### src/rtl/async_tx_pkg.sv
`default_nettype none
package async_tx_pkg;

   // ---------------------------------------------------------------
   // Word layout
   // ---------------------------------------------------------------
   localparam int          DATA_W         = 8;
   localparam int          WORD_W         = 9;
   localparam int          NINTH_POS      = 8;
   localparam logic [2:0]  LAST_DATA_BIT  = 3'h7;

   // ---------------------------------------------------------------
   // Baud timing, counted in baud generator ticks within one bit
   // ---------------------------------------------------------------
   localparam logic [5:0]  LAST_PHASE_STD  = 6'h3F;
   localparam logic [5:0]  LAST_PHASE_FAST = 6'h0F;
   localparam logic [7:0]  BAUD_RESET      = 8'h00;

   // Majority sample points, standard speed: x16 falling edges 7, 8, 9.
   localparam logic [5:0]  SAMPLE_STD_A    = 6'h1A;
   localparam logic [5:0]  SAMPLE_STD_B    = 6'h1E;
   localparam logic [5:0]  SAMPLE_STD_C    = 6'h22;
   // Majority sample points, high speed: three ticks before x4 edge.
   localparam logic [5:0]  SAMPLE_FAST_A   = 6'h05;
   localparam logic [5:0]  SAMPLE_FAST_B   = 6'h06;
   localparam logic [5:0]  SAMPLE_FAST_C   = 6'h07;

   // ---------------------------------------------------------------
   // Reset values and buffer levels
   // ---------------------------------------------------------------
   localparam logic        FLAG_RESET      = 1'b0;
   localparam logic        LINE_IDLE       = 1'b1;
   localparam logic        LINE_START      = 1'b0;
   localparam logic [1:0]  LEVEL_EMPTY     = 2'h0;
   localparam logic [1:0]  LEVEL_ONE       = 2'h1;
   localparam logic [1:0]  LEVEL_FULL      = 2'h2;

   typedef enum {
      TX_IDLE,
      TX_WAIT,
      TX_START,
      TX_DATA,
      TX_NINTH,
      TX_STOP
   } tx_state_t;

endpackage : async_tx_pkg
`default_nettype wire

### src/rtl/word_stream_if.sv
`timescale 1ns/1ps
`default_nettype none
interface word_stream_if;
   import async_tx_pkg::*;

   logic [WORD_W-1:0] wr_data;
   logic              wr_valid;
   logic              wr_ready;
   logic [WORD_W-1:0] rd_data;
   logic              rd_valid;
   logic              rd_ready;
   logic [1:0]        level;

   modport store (
      input  wr_data, wr_valid, rd_ready,
      output wr_ready, rd_data, rd_valid, level
   );

   modport user (
      output wr_data, wr_valid, rd_ready,
      input  wr_ready, rd_data, rd_valid, level
   );

endinterface : word_stream_if
`default_nettype wire

### src/rtl/tx_word_buffer.sv
`timescale 1ns/1ps
`default_nettype none
module tx_word_buffer
   import async_tx_pkg::*;
(
   // Clock and reset
   input  wire logic   clk_i,
   input  wire logic   reset_n_i,
   // Word stream
   word_stream_if.store words
);

   logic [WORD_W-1:0] entry [2];
   logic              wr_ptr;
   logic              rd_ptr;
   logic [1:0]        count;
   logic              push;
   logic              pop;

   assign push           = words.wr_valid & words.wr_ready;
   assign pop            = words.rd_valid & words.rd_ready;
   assign words.wr_ready = (count != LEVEL_FULL);
   assign words.rd_valid = (count != LEVEL_EMPTY);
   assign words.rd_data  = entry[rd_ptr];
   assign words.level    = count;

   for (genvar i = 0; i < 2; i++) begin : g_entry
      always_ff @(posedge clk_i or negedge reset_n_i) begin
         if (!reset_n_i) begin
            entry[i] <= '0;
         end else if (push && (wr_ptr == 1'(i))) begin
            entry[i] <= words.wr_data;
         end
      end
   end

   always_ff @(posedge clk_i or negedge reset_n_i) begin
      if (!reset_n_i) begin
         wr_ptr <= 1'b0;
         rd_ptr <= 1'b0;
         count  <= LEVEL_EMPTY;
      end else begin
         if (push) begin
            wr_ptr <= ~wr_ptr;
         end
         if (pop) begin
            rd_ptr <= ~rd_ptr;
         end
         if (push && !pop) begin
            count <= count + LEVEL_ONE;
         end else if (pop && !push) begin
            count <= count - LEVEL_ONE;
         end
      end
   end

endmodule : tx_word_buffer
`default_nettype wire

### src/rtl/async_serial_transmitter_sampler.sv
`timescale 1ns/1ps
`default_nettype none
module async_serial_transmitter_sampler
   import async_tx_pkg::*;
(
   // Clock and reset
   input  wire logic              SYS_CLK_I,
   input  wire logic              RESET_N_I,
   // Configuration
   input  wire logic [DATA_W-1:0] BAUD_DIVISOR_I,
   input  wire logic              HIGH_SPEED_SELECT_I,
   input  wire logic              SYNC_MODE_SELECT_I,
   input  wire logic              SERIAL_PORT_ENABLE_I,
   input  wire logic              TRANSMIT_ENABLE_I,
   input  wire logic              NINE_BIT_TX_SELECT_I,
   input  wire logic              TX_NINTH_BIT_I,
   input  wire logic              SLEEP_I,
   // Transmit buffer write
   input  wire logic              TX_BUFFER_WRITE_I,
   input  wire logic [DATA_W-1:0] TX_BUFFER_DATA_I,
   output logic                   TX_BUFFER_READY_O,
   // Status
   output logic                   TX_BUFFER_EMPTY_FLAG_O,
   output logic                   SHIFT_REG_EMPTY_STATUS_O,
   // Serial pins
   output logic                   TRANSMIT_PIN_O,
   output logic                   TRANSMIT_PIN_OE_O,
   input  wire logic              RECEIVE_PIN_I,
   // Shared with the receiver
   output logic                   BAUD_TICK_O,
   output logic                   RX_SAMPLED_LEVEL_O,
   output logic                   RX_SAMPLE_STROBE_O
);

   // ---------------------------------------------------------------
   // Mode gating
   // ---------------------------------------------------------------
   logic              async_on;
   logic              run;
   logic              tx_on;

   assign async_on = SERIAL_PORT_ENABLE_I & ~SYNC_MODE_SELECT_I;
   assign run      = async_on & ~SLEEP_I;
   assign tx_on    = async_on & TRANSMIT_ENABLE_I;

   // ---------------------------------------------------------------
   // Baud generator
   // ---------------------------------------------------------------
   logic [DATA_W-1:0] baud_count;
   logic              base_tick;
   logic [5:0]        last_phase;

   assign base_tick  = run && (baud_count == BAUD_RESET);
   assign last_phase = HIGH_SPEED_SELECT_I ? LAST_PHASE_FAST : LAST_PHASE_STD;

   // One tick every divisor plus one clocks; the same tick times both halves.
   always_ff @(posedge SYS_CLK_I or negedge RESET_N_I) begin
      if (!RESET_N_I) begin
         baud_count <= BAUD_RESET;
      end else if (!async_on) begin
         baud_count <= BAUD_RESET;
      end else if (run) begin
         baud_count <= base_tick ? BAUD_DIVISOR_I : baud_count - 8'h01;
      end
   end

   always_ff @(posedge SYS_CLK_I or negedge RESET_N_I) begin
      if (!RESET_N_I) begin
         BAUD_TICK_O <= 1'b0;
      end else begin
         BAUD_TICK_O <= base_tick;
      end
   end

   // ---------------------------------------------------------------
   // Transmit bit timer
   // ---------------------------------------------------------------
   logic [5:0]        tx_phase;
   logic              tx_bit;

   assign tx_bit = base_tick && (tx_phase == last_phase);

   always_ff @(posedge SYS_CLK_I or negedge RESET_N_I) begin
      if (!RESET_N_I) begin
         tx_phase <= 6'h00;
      end else if (!tx_on) begin
         tx_phase <= 6'h00;
      end else if (base_tick) begin
         tx_phase <= tx_bit ? 6'h00 : tx_phase + 6'h01;
      end
   end

   // ---------------------------------------------------------------
   // Transmit buffer
   // ---------------------------------------------------------------
   word_stream_if words ();

   logic              push;
   logic              pop;
   logic              drained;
   tx_state_t         state;

   assign words.wr_valid = TX_BUFFER_WRITE_I;
   assign words.wr_data  = {TX_NINTH_BIT_I, TX_BUFFER_DATA_I};
   assign TX_BUFFER_READY_O = words.wr_ready;
   assign push           = words.wr_valid & words.wr_ready;

   // The shift register takes a word only when idle or at a stop bit's end.
   assign words.rd_ready = tx_on && !SLEEP_I &&
                           ((state == TX_IDLE) || ((state == TX_STOP) && tx_bit));
   assign pop            = words.rd_valid & words.rd_ready;
   assign drained        = pop && !push && (words.level == LEVEL_ONE);

   tx_word_buffer u_buffer (
      .clk_i     (SYS_CLK_I),
      .reset_n_i (RESET_N_I),
      .words     (words.store)
   );

   // ---------------------------------------------------------------
   // Buffer empty flag
   // ---------------------------------------------------------------
   logic              enable_prev;
   logic              enable_rise;

   assign enable_rise = tx_on & ~enable_prev;

   always_ff @(posedge SYS_CLK_I or negedge RESET_N_I) begin
      if (!RESET_N_I) begin
         enable_prev <= 1'b0;
      end else begin
         enable_prev <= tx_on;
      end
   end

   // A set in the same cycle as a write wins, so no drain event is lost.
   always_ff @(posedge SYS_CLK_I or negedge RESET_N_I) begin
      if (!RESET_N_I) begin
         TX_BUFFER_EMPTY_FLAG_O <= FLAG_RESET;
      end else if (enable_rise || drained) begin
         TX_BUFFER_EMPTY_FLAG_O <= 1'b1;
      end else if (push) begin
         TX_BUFFER_EMPTY_FLAG_O <= 1'b0;
      end
   end

   // ---------------------------------------------------------------
   // Transmit sequencer
   // ---------------------------------------------------------------
   // The shift register has no port of its own toward software.
   logic [DATA_W-1:0] tx_shift_reg;
   logic              shift_ninth;
   logic              shift_nine_mode;
   logic [2:0]        bit_index;

   always_ff @(posedge SYS_CLK_I or negedge RESET_N_I) begin
      if (!RESET_N_I) begin
         state <= TX_IDLE;
      end else if (!tx_on) begin
         state <= TX_IDLE;
      end else if (!SLEEP_I) begin
         unique case (state)
            TX_IDLE: begin
               if (pop) begin
                  state <= TX_WAIT;
               end
            end
            TX_WAIT: begin
               if (tx_bit) begin
                  state <= TX_START;
               end
            end
            TX_START: begin
               if (tx_bit) begin
                  state <= TX_DATA;
               end
            end
            TX_DATA: begin
               if (tx_bit && (bit_index == LAST_DATA_BIT)) begin
                  state <= shift_nine_mode ? TX_NINTH : TX_STOP;
               end
            end
            TX_NINTH: begin
               if (tx_bit) begin
                  state <= TX_STOP;
               end
            end
            TX_STOP: begin
               if (tx_bit) begin
                  state <= pop ? TX_START : TX_IDLE;
               end
            end
         endcase
      end
   end

   always_ff @(posedge SYS_CLK_I or negedge RESET_N_I) begin
      if (!RESET_N_I) begin
         tx_shift_reg    <= '0;
         shift_ninth     <= 1'b0;
         shift_nine_mode <= 1'b0;
      end else if (pop) begin
         tx_shift_reg    <= words.rd_data[DATA_W-1:0];
         shift_ninth     <= words.rd_data[NINTH_POS];
         shift_nine_mode <= NINE_BIT_TX_SELECT_I;
      end else if ((state == TX_DATA) && tx_bit) begin
         tx_shift_reg    <= {1'b0, tx_shift_reg[DATA_W-1:1]};
      end
   end

   always_ff @(posedge SYS_CLK_I or negedge RESET_N_I) begin
      if (!RESET_N_I) begin
         bit_index <= 3'h0;
      end else if (pop) begin
         bit_index <= 3'h0;
      end else if ((state == TX_DATA) && tx_bit) begin
         bit_index <= bit_index + 3'h1;
      end
   end

   // ---------------------------------------------------------------
   // Transmit pin
   // ---------------------------------------------------------------
   logic              next_line;

   always_comb begin
      next_line = LINE_IDLE;
      unique case (state)
         TX_IDLE:  next_line = LINE_IDLE;
         TX_WAIT:  next_line = LINE_IDLE;
         TX_START: next_line = LINE_START;
         TX_DATA:  next_line = tx_shift_reg[0];
         TX_NINTH: next_line = shift_ninth;
         TX_STOP:  next_line = LINE_IDLE;
      endcase
   end

   always_ff @(posedge SYS_CLK_I or negedge RESET_N_I) begin
      if (!RESET_N_I) begin
         TRANSMIT_PIN_O    <= LINE_IDLE;
         TRANSMIT_PIN_OE_O <= 1'b0;
      end else begin
         TRANSMIT_PIN_O    <= tx_on ? next_line : LINE_IDLE;
         TRANSMIT_PIN_OE_O <= tx_on;
      end
   end

   always_ff @(posedge SYS_CLK_I or negedge RESET_N_I) begin
      if (!RESET_N_I) begin
         SHIFT_REG_EMPTY_STATUS_O <= 1'b1;
      end else begin
         SHIFT_REG_EMPTY_STATUS_O <= (state == TX_IDLE) && !pop;
      end
   end

   // ---------------------------------------------------------------
   // Receive pin synchroniser and majority sampler
   // ---------------------------------------------------------------
   logic              rx_s1;
   logic              rx_s2;
   logic              rx_s3;
   logic              rx_level;
   logic              rx_level_prev;
   logic [5:0]        rx_phase;
   logic [1:0]        vote;
   logic [5:0]        pos_a;
   logic [5:0]        pos_b;
   logic [5:0]        pos_c;

   assign pos_a = HIGH_SPEED_SELECT_I ? SAMPLE_FAST_A : SAMPLE_STD_A;
   assign pos_b = HIGH_SPEED_SELECT_I ? SAMPLE_FAST_B : SAMPLE_STD_B;
   assign pos_c = HIGH_SPEED_SELECT_I ? SAMPLE_FAST_C : SAMPLE_STD_C;

   always_ff @(posedge SYS_CLK_I or negedge RESET_N_I) begin
      if (!RESET_N_I) begin
         rx_s1    <= LINE_IDLE;
         rx_s2    <= LINE_IDLE;
         rx_s3    <= LINE_IDLE;
         rx_level <= LINE_IDLE;
      end else begin
         rx_s1 <= RECEIVE_PIN_I;
         rx_s2 <= rx_s1;
         rx_s3 <= rx_s2;
         if (rx_s2 == rx_s3) begin
            rx_level <= rx_s3;
         end
      end
   end

   // Each falling line edge is a bit boundary, so the phase realigns there.
   always_ff @(posedge SYS_CLK_I or negedge RESET_N_I) begin
      if (!RESET_N_I) begin
         rx_level_prev <= LINE_IDLE;
         rx_phase      <= 6'h00;
      end else if (run) begin
         rx_level_prev <= rx_level;
         if (rx_level_prev && !rx_level) begin
            rx_phase <= 6'h00;
         end else if (base_tick) begin
            rx_phase <= (rx_phase == last_phase) ? 6'h00 : rx_phase + 6'h01;
         end
      end
   end

   always_ff @(posedge SYS_CLK_I or negedge RESET_N_I) begin
      if (!RESET_N_I) begin
         vote               <= 2'h0;
         RX_SAMPLED_LEVEL_O <= LINE_IDLE;
         RX_SAMPLE_STROBE_O <= 1'b0;
      end else begin
         RX_SAMPLE_STROBE_O <= 1'b0;
         if (base_tick && (rx_phase == pos_a)) begin
            vote[0] <= rx_level;
         end
         if (base_tick && (rx_phase == pos_b)) begin
            vote[1] <= rx_level;
         end
         if (base_tick && (rx_phase == pos_c)) begin
            RX_SAMPLED_LEVEL_O <= (vote[0] & vote[1]) | (vote[0] & rx_level) |
                                  (vote[1] & rx_level);
            RX_SAMPLE_STROBE_O <= 1'b1;
         end
      end
   end

endmodule : async_serial_transmitter_sampler
`default_nettype wire

### config.mk
export PLATFORM = sky130hd
export DESIGN_NAME = async_serial_transmitter_sampler
export DESIGN_NICKNAME = d
export VERILOG_FILES = /design/src/rtl/async_tx_pkg.sv /design/src/rtl/word_stream_if.sv /design/src/rtl/tx_word_buffer.sv /design/src/rtl/async_serial_transmitter_sampler.sv
export SDC_FILE = /design/constraint.sdc
export NUM_CORES = 1
export LEC_CHECK = 0
export CAP_MARGIN = 25
export CORE_ASPECT_RATIO = 1.1
export CORE_MARGIN = 4
export CORE_UTILIZATION = 45
export DETAILED_ROUTE_END_ITERATION = 8
export DONT_BUFFER_PORTS = 1
export SYNTH_ARGS = -nofsm -noshare
export SYNTH_HDL_FRONTEND = slang
export SYNTH_HIERARCHICAL = 1
export SYNTH_SLANG_ARGS = --single-unit
export TNS_END_PERCENT = 20
### constraint.sdc
create_clock -name SYS_CLK_I -period 3.6 [get_ports SYS_CLK_I]
set_clock_uncertainty 0.2 [all_clocks]
set_input_delay 0.54 -clock SYS_CLK_I [delete_from_list [all_inputs] [get_ports SYS_CLK_I]]
set_output_delay 0.54 -clock SYS_CLK_I [all_outputs]
set_load 0.03 [all_outputs]
After elaboration in Yosys (flattened, before gate mapping)
Cells that the tools add are included.
Widths: inputs -> output; s select.
{"block": "word_totals", "register_bits": 101, "latch_bits": 0, "ram_bits": 0, "romBits": 0, "elab_cells": 148, "memories": 0}
{"block": "op_classes", "add_sub_neg": 6, "multipliers": 0, "div_mod_pow": 0, "magnitude_cmp": 1, "eq_ne": 25, "shifts": 0, "muxes": 38, "bitwise_logic": 17, "reduce_logical": 34}
{"op": "$mux 32", "count": 8}
{"op": "$pmux 32 s6", "count": 1}
{"op": "$eq 32x3->1 const B", "count": 3}
{"op": "$eq 32x2->1 const B", "count": 2}
{"op": "$logic_not 32->1", "count": 2}
{"op": "$mux 6", "count": 8}
{"op": "$mux 8", "count": 5}
{"op": "$eq 32x1->1 const B", "count": 1}
{"op": "$eq 32x4->1 const B", "count": 1}
{"op": "$mux 9", "count": 3}
{"op": "$eq 6x6->1", "count": 3}
{"op": "$ne 3x3->1 const B", "count": 6}
{"op": "$logic_and 1x1->1", "count": 17}
{"op": "$add 6x1->6 const B", "count": 2}
{"op": "$eq 6x5->1", "count": 2}
{"op": "$mux 5", "count": 2}
{"op": "$reduce_bool 2->1", "count": 5}
{"op": "$and 1x1->1", "count": 9}
{"op": "$logic_not 8->1", "count": 1}
{"op": "$sub 8x1->8 const B", "count": 1}
{"op": "$reduce_and 7->1", "count": 1}
{"op": "$mux 2", "count": 3}
{"op": "$mux 3", "count": 2}
{"op": "$mux 1", "count": 5}
{"op": "other kinds (17)", "count": 28}

Depth between registers and ports, before layout
Gate-level depths: netlist of run 1.
{"block": "logic_depth", "depth_word": 14, "depth_mapped": 11, "ltp_nobuf": 11}

Hierarchy
Netlist of run 1, hierarchy kept.
{"module": "async_serial_transmitter_sampler", "n_inst": 1, "cells_per_inst": 272, "area_per_inst_um2": 2720.1, "seq_area_each_um2": 1261.2}
{"module": "tx_word_buffer", "n_inst": 1, "cells_per_inst": 65, "area_per_inst_um2": 1059.8, "seq_area_each_um2": 550.5}

Worst setup path before layout of run 1
OpenSTA, ideal clock, no wires.
{"block": "synth_path", "kind": "flip-flop to flip-flop", "start": "register baud_count[0]", "end": "register u_buffer.count[1], in the netlist u_buffer/words.level[1]", "t_arrival_ps": 2784, "required_time_ps": 3321, "slack_ps": 537, "stages_incl_launch_ff": 12, "n_path_buf": 0, "synth_period_minus_slack_ps": 3063, "path_cell_list": "dfrtp_1 -> inv_1 -> ha_1 -> or4b_4 -> or3b_1 -> o31ai_1 -> and2_1 -> nand2_1 -> ha_1 -> xor2_1 -> nor2_1 -> xor2_1"}
{"block": "synth_between", "elab_chain_len": 10, "elab_cells_between_ends": 12}
{"element": "start: declaration", "line_no": "async_serial_transmitter_sampler.sv:49", "source": "logic [DATA_W-1:0] baud_count;"}
{"element": "start signal: assignment", "line_no": "async_serial_transmitter_sampler.sv:63", "source": "baud_count <= base_tick ? BAUD_DIVISOR_I : baud_count - 8'h01;"}
{"element": "$logic_not 8->1 *", "line_no": "async_serial_transmitter_sampler.sv:53", "source": "assign base_tick = run && (baud_count == BAUD_RESET);"}
{"element": "$logic_and 1x1->1 *", "line_no": "async_serial_transmitter_sampler.sv:53"}
{"element": "$logic_and 1x1->1 *", "line_no": "async_serial_transmitter_sampler.sv:81", "source": "assign tx_bit = base_tick && (tx_phase == last_phase);"}
{"element": "$logic_and 1x1->1 *", "line_no": "async_serial_transmitter_sampler.sv:110", "source": "((state == TX_IDLE) || ((state == TX_STOP) && tx_bit));"}
{"element": "$logic_or 1x1->1 *", "line_no": "async_serial_transmitter_sampler.sv:110"}
{"element": "$logic_and 1x1->1 *", "line_no": "async_serial_transmitter_sampler.sv:109", "source": "assign words.rd_ready = tx_on && !SLEEP_I &&"}
{"element": "net words.rd_ready", "line_no": "word_stream_if.sv:11", "source": "logic rd_ready;"}
{"element": "$and 1x1->1 *", "line_no": "tx_word_buffer.sv:21", "source": "assign pop = words.rd_valid & words.rd_ready;"}
{"element": "$logic_not 1->1", "line_no": "tx_word_buffer.sv:49", "source": "if (push && !pop) begin"}
{"element": "$logic_and 1x1->1", "line_no": "tx_word_buffer.sv:49"}
{"element": "$mux 2 or $reduce_bool 2->1 (tied branches)"}
{"element": "end signal: assignment", "line_no": "tx_word_buffer.sv:50", "source": "count <= count + LEVEL_ONE;"}
{"element": "end signal: assignment", "line_no": "tx_word_buffer.sv:52", "source": "count <= count - LEVEL_ONE;"}
{"element": "end: declaration", "line_no": "tx_word_buffer.sv:16", "source": "logic [1:0] count;"}
The timed path passes the listed nets; every way through them passes the cells marked *.
A chain may end at the register's enable or synchronous reset.

Worst setup path in the final report of run 1
{"block": "layout_path", "start": "register baud_count[0]", "end": "register tx_shift_reg[1]"}
{"block": "layout_between", "elab_chain_len": 8, "elab_cells_between_ends": 10}
{"element": "$logic_not 8->1 *", "line_no": "async_serial_transmitter_sampler.sv:53"}
{"element": "$logic_and 1x1->1 *", "line_no": "async_serial_transmitter_sampler.sv:53"}
{"element": "$logic_and 1x1->1 *", "line_no": "async_serial_transmitter_sampler.sv:81"}
{"element": "$logic_and 1x1->1", "line_no": "async_serial_transmitter_sampler.sv:110"}
{"element": "$logic_or 1x1->1", "line_no": "async_serial_transmitter_sampler.sv:110"}
{"element": "$logic_and 1x1->1", "line_no": "async_serial_transmitter_sampler.sv:109"}
{"element": "$and 1x1->1", "line_no": "async_serial_transmitter_sampler.sv:111", "source": "assign pop = words.rd_valid & words.rd_ready;"}
{"element": "$mux 8 or $reduce_bool 2->1 (tied branches)"}
{"element": "end signal: assignment", "line_no": "async_serial_transmitter_sampler.sv:203", "source": "tx_shift_reg <= words.rd_data[DATA_W-1:0];"}
{"element": "end signal: assignment", "line_no": "async_serial_transmitter_sampler.sv:207", "source": "tx_shift_reg <= {1'b0, tx_shift_reg[DATA_W-1:1]};"}
{"element": "end: declaration", "line_no": "async_serial_transmitter_sampler.sv:151", "source": "logic [DATA_W-1:0] tx_shift_reg;"}
Mark *: on every way between the ends. The rest lies on a longest branch, timed or not.

==> results.md, run 1 <==
* Status: completed
* Postcts setup bufs at 0
* PwrDens at between 600 and 700 nW/µm²
* Starting density of the core at 47.0%
* DPL Wire Length at ~5000 µm
* Crit path depth at 7
* Die Ht at between 100 and 150 µm
* Post-synth EDFFs at 0
* Crit path kind: register to register
* P_leak at 1.87 nW
* Max FFs per register at 18
* Pin count of the biggest net entering global routing at 73
* Mapped cell area at roughly 3800 µm²
* Seq/Total Area, Yosys at 47.9%
* Hold Crit Class: input pin to register
* Vias after detailed routing at between 2000 and 3000
* Row cnt at 34
* Worst-Skew Late Latency at around 0.34 ns
* Vias in the first global route at between 2000 and 3000
* Most frequent CP cell: mux2_4
* Initial antenna violation count at 0
* Routability cong. at roughly 0.8
* Multi-input gate area in the final layout at about 1800 µm²
* Maxcap violations at 0
* Fmax at 299 MHz
* Net Count, Synth at between 300 and 400
* Core ar. at ~8000 µm²
* First-pass GRT wire length at roughly 12000 µm
* Asr flop ratio synth at 100%
* Worst setup SP type: register
* Gate Count Post-Synth at between 300 and 400
* Req. time, crit path at ~3.6 ns
* Worst Tran Pin Value at slightly below 0.6 ns
* Hold Path Depth at 1
* Post-route ant nets at 0
* Synthesis Warnings at 6
* RSZ-0062 raised after global routing: false
* DRC at 0
* Mean Syn Cell Area at 11.2 µm²
* Fin crit share at between 90 and 100%
* Crit path max-delay family: simple AND/OR/NAND/NOR gates
* # setup viols final at 0
* Max Buffers Root-to-Sink at 2
* Reg2Reg Depth at 7
* Distinct cells, synth at between 50 and 60
* CTS sink count at slightly above 70
* Via-per-instance ratio at around 5.5
* Initial drt markers at about 140
* Reg area at 1810 µm²
* Root Buffer: clkbuf_8
* Commonest non-fill, non-tap cells in the layout: dfrtp_1 (64), nand2_1 (29), mux2_4 (28)
* Number of fill cells at between 700 and 800
* Total gr overflow at 0
* Crit-path cells: inv_1 -> ha_1 -> or4b_4 -> or3b_1 -> or4_1 -> mux2_4 -> mux2_4
* Final Hold Fails at 0
* Commonest non-fill, non-tap cell in the layout: dfrtp_1
* Critical Path End Type: register
* Drt total wl at just over 7000 µm
* CP max-delay cell: or4_1
* Post-layout min period at 3.34 ns
* Count of pins over their slew limit at 0
* Crit path DAT at 3.36 ns
* Layout cells sized above 1 at 24.7%
* Antenna diodes at 0
* Layout area overhead at 9.67%
* Die area at just under 10000 µm²
* CTS HTree Levels at 3
* TritonRoute pass-1 iters at 4
* IO buf count at 0
* Slew margin rel. at around three fifths
* Ys flop type: dfrtp_1
* Average wire per standard cell at 15.6 µm
* Buf/Inv on CP at 1
* Crit-path max FO at 8
* Clk pin slew, worst setup/hold paths at roughly 0.08 ns
* Num ports at 35
* Die X at around 95 µm
* CP max stage delay at between 0.7 and 0.8 ns
* CTS Buf Count at 9
* Total track usage at about 16%
* Final nets at about 380
* TNS Setup at 0 ns
* TritonCTS clock tree: yes
* Pwr Total at approximately 2.7 mW
* #FFs+latches synth at just over 70
* VDD IR max at between 0.4 and 0.5 mV
per-stage QoR:
| stage | std cells | util [%] | cell area [µm²] | worst slack [ns] | hold WS [ns] |
|---|---|---|---|---|---|
| 2_1_floorplan | 337 | - | 3780 | 0.537 | 0.0444 |
| 3_3_place_gp | 437 | 48.3 | 3880 | 0.325 | 0.0470 |
| 3_5_place_dp | 437 | 48.3 | 3880 | 0.260 | 0.0476 |
| 4_1_cts | 456 | 51.6 | 4150 | 0.245 | 0.0723 |
| 5_1_grt | 456 | 51.6 | 4150 | 0.123 | 0.0704 |
| 6_report | 456 | 51.6 | 4150 | 0.259 | 0.0880 |
path summary, 6_finish.rpt:
| check | startpoint | to | slack (ns) |
|---|---|---|---|
| setup reg to reg | baud_count[0]$_DFFE_PN0P_ | tx_shift_reg[1]$_DFFE_PN0P_ | 0.26 |
| min in group asynchronous | RESET_N_I | rx_phase[3]$_DFFE_PN0P_ | 0.55 |
| hold / removal | SLEEP_I | baud_count[1]$_DFFE_PN0P_ | 0.09 |
| max in group asynchronous | RESET_N_I | SHIFT_REG_EMPTY_STATUS_O$_DFF_PN1_ | 2.34 |
| setup / recovery | baud_count[0]$_DFFE_PN0P_ | tx_shift_reg[1]$_DFFE_PN0P_ | 0.26 |
| hold reg to reg | rx_s1$_DFF_PN1_ | rx_s2$_DFF_PN1_ | 0.16 |
cells in the mapped netlist (all sizes together) (2+ instances only):
library cell  count  area share, %
o31ai             4           0.79
a22o              2           0.46
dfstp             8            5.6
nor4              4           0.99
xor2              8            1.9
a311oi            2           0.46
nor2b             3           0.50
maj3              2           0.53
ha                8            2.6
nor2             23            2.3
nor3             11            1.5
a211oi            2           0.40
dfrtp            64             42
and3              4           0.79
nand3b            4           0.79
and3b             3           0.70
and2              2           0.33
nand2            29            2.9
xnor2             3           0.70
a2bb2oi           2           0.46
or4b              3           0.89
buf               6            1.3
o21ai            15            2.0
mux2i             2           0.53
mux2             43             16
a21o              5           0.99
or3b              2           0.46
inv              12            1.2
or2               2           0.33
clkbuf            8           0.79
nand3            10            1.5
a221o             2           0.53
nand2b            5            1.0
a21oi            16            2.1
nor3b             2           0.40
nand4             3           0.50
per-layer routing:
layer,up-vias,global-route usage (%),wire [µm]
li1,1216,-,-
met1,1223,20.3,3260
met2,49,24.4,3370
met3,12,3.76,346
met4,0,6.71,133
met5,-,0,0
power breakdown:
group / internal (mW) / leakage, nW / total [mW] / switching (mW)
clock: 0.377 / 0.109 / 0.680 / 0.303
combinational: 0.485 / 0.868 / 0.775 / 0.290
sequential: 1.03 / 0.898 / 1.22 / 0.188
final cells by class:
cell class,count,share of cell area (%)
Sequential cell,72,43.7
Clock buffer,12,3.98
Timing Repair Buffer,9,2.23
Clock inverter,4,1.24
Tap cell,108,3.26
Multi-Input combinational cell,239,44.5
Inverter,12,1.09
logic make-up after synthesis:
| logic type | count (synthesis) | share of synthesized area (%) |
|---|---|---|
| simple gates | 112 | 16.2 |
| fa+ha+maj | 10 | 3.18 |
| xor+xnor | 11 | 2.55 |
| flops | 72 | 47.9 |
| compound gates | 61 | 10.8 |
| mux | 45 | 16.1 |
| buf+inv | 26 | 3.28 |
repair_timing:
| action | CTS | global route |
|---|---|---|
| resized for setup | 0 | 0 |
| endpoints found under the hold margin | 73 | 0 |
| hold buffers | 3 | 0 |
Note: power is estimated with default switching activity, not from simulation.
==> run 2: changes to the inputs <==
--- a/config.mk
+++ b/config.mk
@@ -11,6 +11,7 @@
 export CORE_UTILIZATION = 45
 export DETAILED_ROUTE_END_ITERATION = 8
 export DONT_BUFFER_PORTS = 1
+export PLACE_DENSITY = 0.59
 export SYNTH_ARGS = -nofsm -noshare
 export SYNTH_HDL_FRONTEND = slang
 export SYNTH_HIERARCHICAL = 1
==> results.md, run 2 (synthesis results as in run 1) <==
* First-pass GRT wire length at 12200 µm (-1.2%)
* Multi-input gate area in the final layout at 1840 µm² (unchanged)
* Crit path kind: register to register
* Final nets at 378 (unchanged)
* TritonRoute pass-1 iters at 4 (unchanged)
* Crit-path cells: inv_1 -> ha_1 -> or4b_4 -> or3b_1 -> or4_1 -> mux2_4 -> mux2_4
* TritonCTS clock tree: yes
* Fmax at 300 MHz (+0.24%)
* Max Buffers Root-to-Sink at 2 (unchanged)
* Commonest non-fill, non-tap cell in the layout: dfrtp_1
* Slew margin rel. at 56.9% (-2.6 points)
* Initial antenna violation count at 0 (unchanged)
* Crit-path max FO at 8 (unchanged)
* Worst setup margin at 0.266 ns (+0.00788 ns)
* Die Ht at 104 µm (unchanged)
* Worst setup SP type: register
* Pre-CTS WS at 0.271 ns (+0.0118 ns)
* Die area at 9930 µm² (unchanged)
* Starting density of the core at 47.0% (unchanged)
* Status: completed
* FF-to-FF End: tx_shift_reg[3]$_DFFE_PN0P_
* DPL Wire Length at 4870 µm (-0.96%)
* Clk pin slew, worst setup/hold paths at 0.07 ns (about the same)
* Average wire per standard cell at 15.8 µm (+1.4%)
* PwrDens at 643 nW/µm² (-0.36%)
* VDD IR max at 0.381 mV (-6.8%)
* End of the worst hold path: baud_count[1]$_DFFE_PN0P_
* Via-per-instance ratio at 5.54 (+1.1%)
* Placed cell count at 437 (unchanged)
* Pin count of the biggest net entering global routing at 73 (unchanged)
* Antenna diodes at 0 (unchanged)
* Crit path DAT at 3.36 ns (about the same)
* P_leak at 1.87 nW (-0.48%)
* Most frequent CP cell: mux2_4
* Commonest non-fill, non-tap cells in the layout: dfrtp_1 (64), nand2_1 (29), mux2_4 (28)
* Num ports at 35 (unchanged)
* Post-route ant nets at 0 (unchanged)
* Layout cells sized above 1 at 24.1% (-0.57 points)
* CP max stage delay at 0.77 ns (about the same)
* Vias after detailed routing at 2528 (+1.1%)
* Number of fill cells at 697 (-2.9%)
* Req. time, crit path at 3.62 ns (about the same)
* FF-to-FF setup slack at 0.27 ns (about the same)
* Total gr overflow at 0 (unchanged)
* CTS Buf Count at 9 (unchanged)
* Buf/Inv on CP at 1 (unchanged)
* CTS HTree Levels at 3 (unchanged)
* Worst Tran Pin Value at 0.630 ns (+0.0373 ns)
* Final Hold Fails at 0 (unchanged)
* # setup viols final at 0 (unchanged)
* Hold Path Depth at 1 (unchanged)
* Hold Crit Start: SLEEP_I
* Cts repair resizes at 0 (unchanged)
* Maxcap violations at 0 (unchanged)
* Total track usage at 15.7% (+0.13 points)
* Fin crit share at 92.6% (-0.22 points)
* Row cnt at 34 (unchanged)
* Initial drt markers at 147 (+2.1%)
* CP max-delay cell: or4_1
* Die X at 95.4 µm (unchanged)
* Crit path max-delay family: simple AND/OR/NAND/NOR gates
* Max FFs per register at 18 (unchanged)
* Core ar. at 8040 µm² (unchanged)
* Root Buffer: clkbuf_8
* Worst-Skew Late Latency at 0.34 ns (about the same)
* Routability cong. at 0.795 (+1.9%)
* Layout Cells excl Fill at 456 (unchanged)
* TNS Setup at 0 ns (unchanged)
* Reg2Reg Depth at 7 (unchanged)
* IO buf count at 0 (unchanged)
* Layout area overhead at 9.27%
* Crit Reg-Reg Startpoint: baud_count[0]$_DFFE_PN0P_
* Hold Crit Class: input pin to register
* Drt total wl at 7200 µm (+1.4%)
* Vias in the first global route at 2540 (-2.3%)
* Count of pins over their slew limit at 0 (unchanged)
* CTS sink count at 72 (unchanged)
* DRC at 0 (unchanged)
* RSZ-0062 raised after global routing: false
* Reg area at 1810 µm² (unchanged)
* Crit path depth at 7 (unchanged)
* Critical Path End Type: register
* Post-layout min period at 3.33 ns (-0.00788 ns)
==> run 2: changes by cell type in the layout (fill, tap and decap cells not counted) <==
cell      delta
clkbuf_1     +2
clkbuf_8     -1
clkinv_4     -1
==> run 2: final cells by class <==
type	count	area share (%)
inverter	12	1.09
tap	108	3.27
timing repair buffer	9	2.24
sequential	72	43.9
clock inverter	3	1.03
multi-input combinational	239	44.7
clock buffer	13	3.85
==> run 2: metal layers <==
metal | share of wire [%] | GRT usage [%]
met3 | 3.7 | 3.84
met2 | 48 | 23.7
met5 | 0 | 0
met4 | 2.0 | 7.72
met1 | 47 | 20.8
==> run 2: per-stage QoR <==
| step | utilization (%) | area [µm²] | total power, mW | hold WS [ns] |
|---|---|---|---|---|
| 6_report | 51.4 | 4130 | 2.66 | 0.0949 |
| 5_1_grt | 51.4 | 4130 | 2.83 | 0.0917 |
| 4_1_cts | 51.4 | 4130 | 2.69 | 0.0785 |
| 3_5_place_dp | 48.3 | 3880 | 1.99 | 0.0468 |
| 3_3_place_gp | 48.3 | 3880 | 1.97 | 0.0470 |
| 2_1_floorplan | - | 3780 | 1.86 | 0.0444 |
==> run 2: timing repair <==
action | in CTS | in global routing
setup endpoints to repair | 0 | 0
hold buffers | 3 | 0
hold endpoints to repair | 73 | 0
setup buffers | 0 | 0
==> run 2: worst max path at each step <==
stage	from	to	slack, ns
2_1_floorplan	baud_count[0]$_DFFE_PN0P_	u_buffer/words.level[1]$_DFFE_PN0P_	0.54
3_3_place_gp	baud_count[0]$_DFFE_PN0P_	tx_shift_reg[2]$_DFFE_PN0P_	0.31
3_5_place_dp	baud_count[0]$_DFFE_PN0P_	tx_shift_reg[1]$_DFFE_PN0P_	0.27
4_1_cts	baud_count[0]$_DFFE_PN0P_	tx_shift_reg[3]$_DFFE_PN0P_	0.26
5_1_grt	baud_count[0]$_DFFE_PN0P_	tx_shift_reg[3]$_DFFE_PN0P_	0.1
6_report	baud_count[0]$_DFFE_PN0P_	tx_shift_reg[3]$_DFFE_PN0P_	0.27
==> run 2: power by group <==
group | leakage (nW) | switching [mW] | internal [mW]
sequential | 0.898 | 0.189 | 1.03
combinational | 0.868 | 0.291 | 0.485
clock | 0.0996 | 0.301 | 0.358
total | 1.87 | 0.781 | 1.87
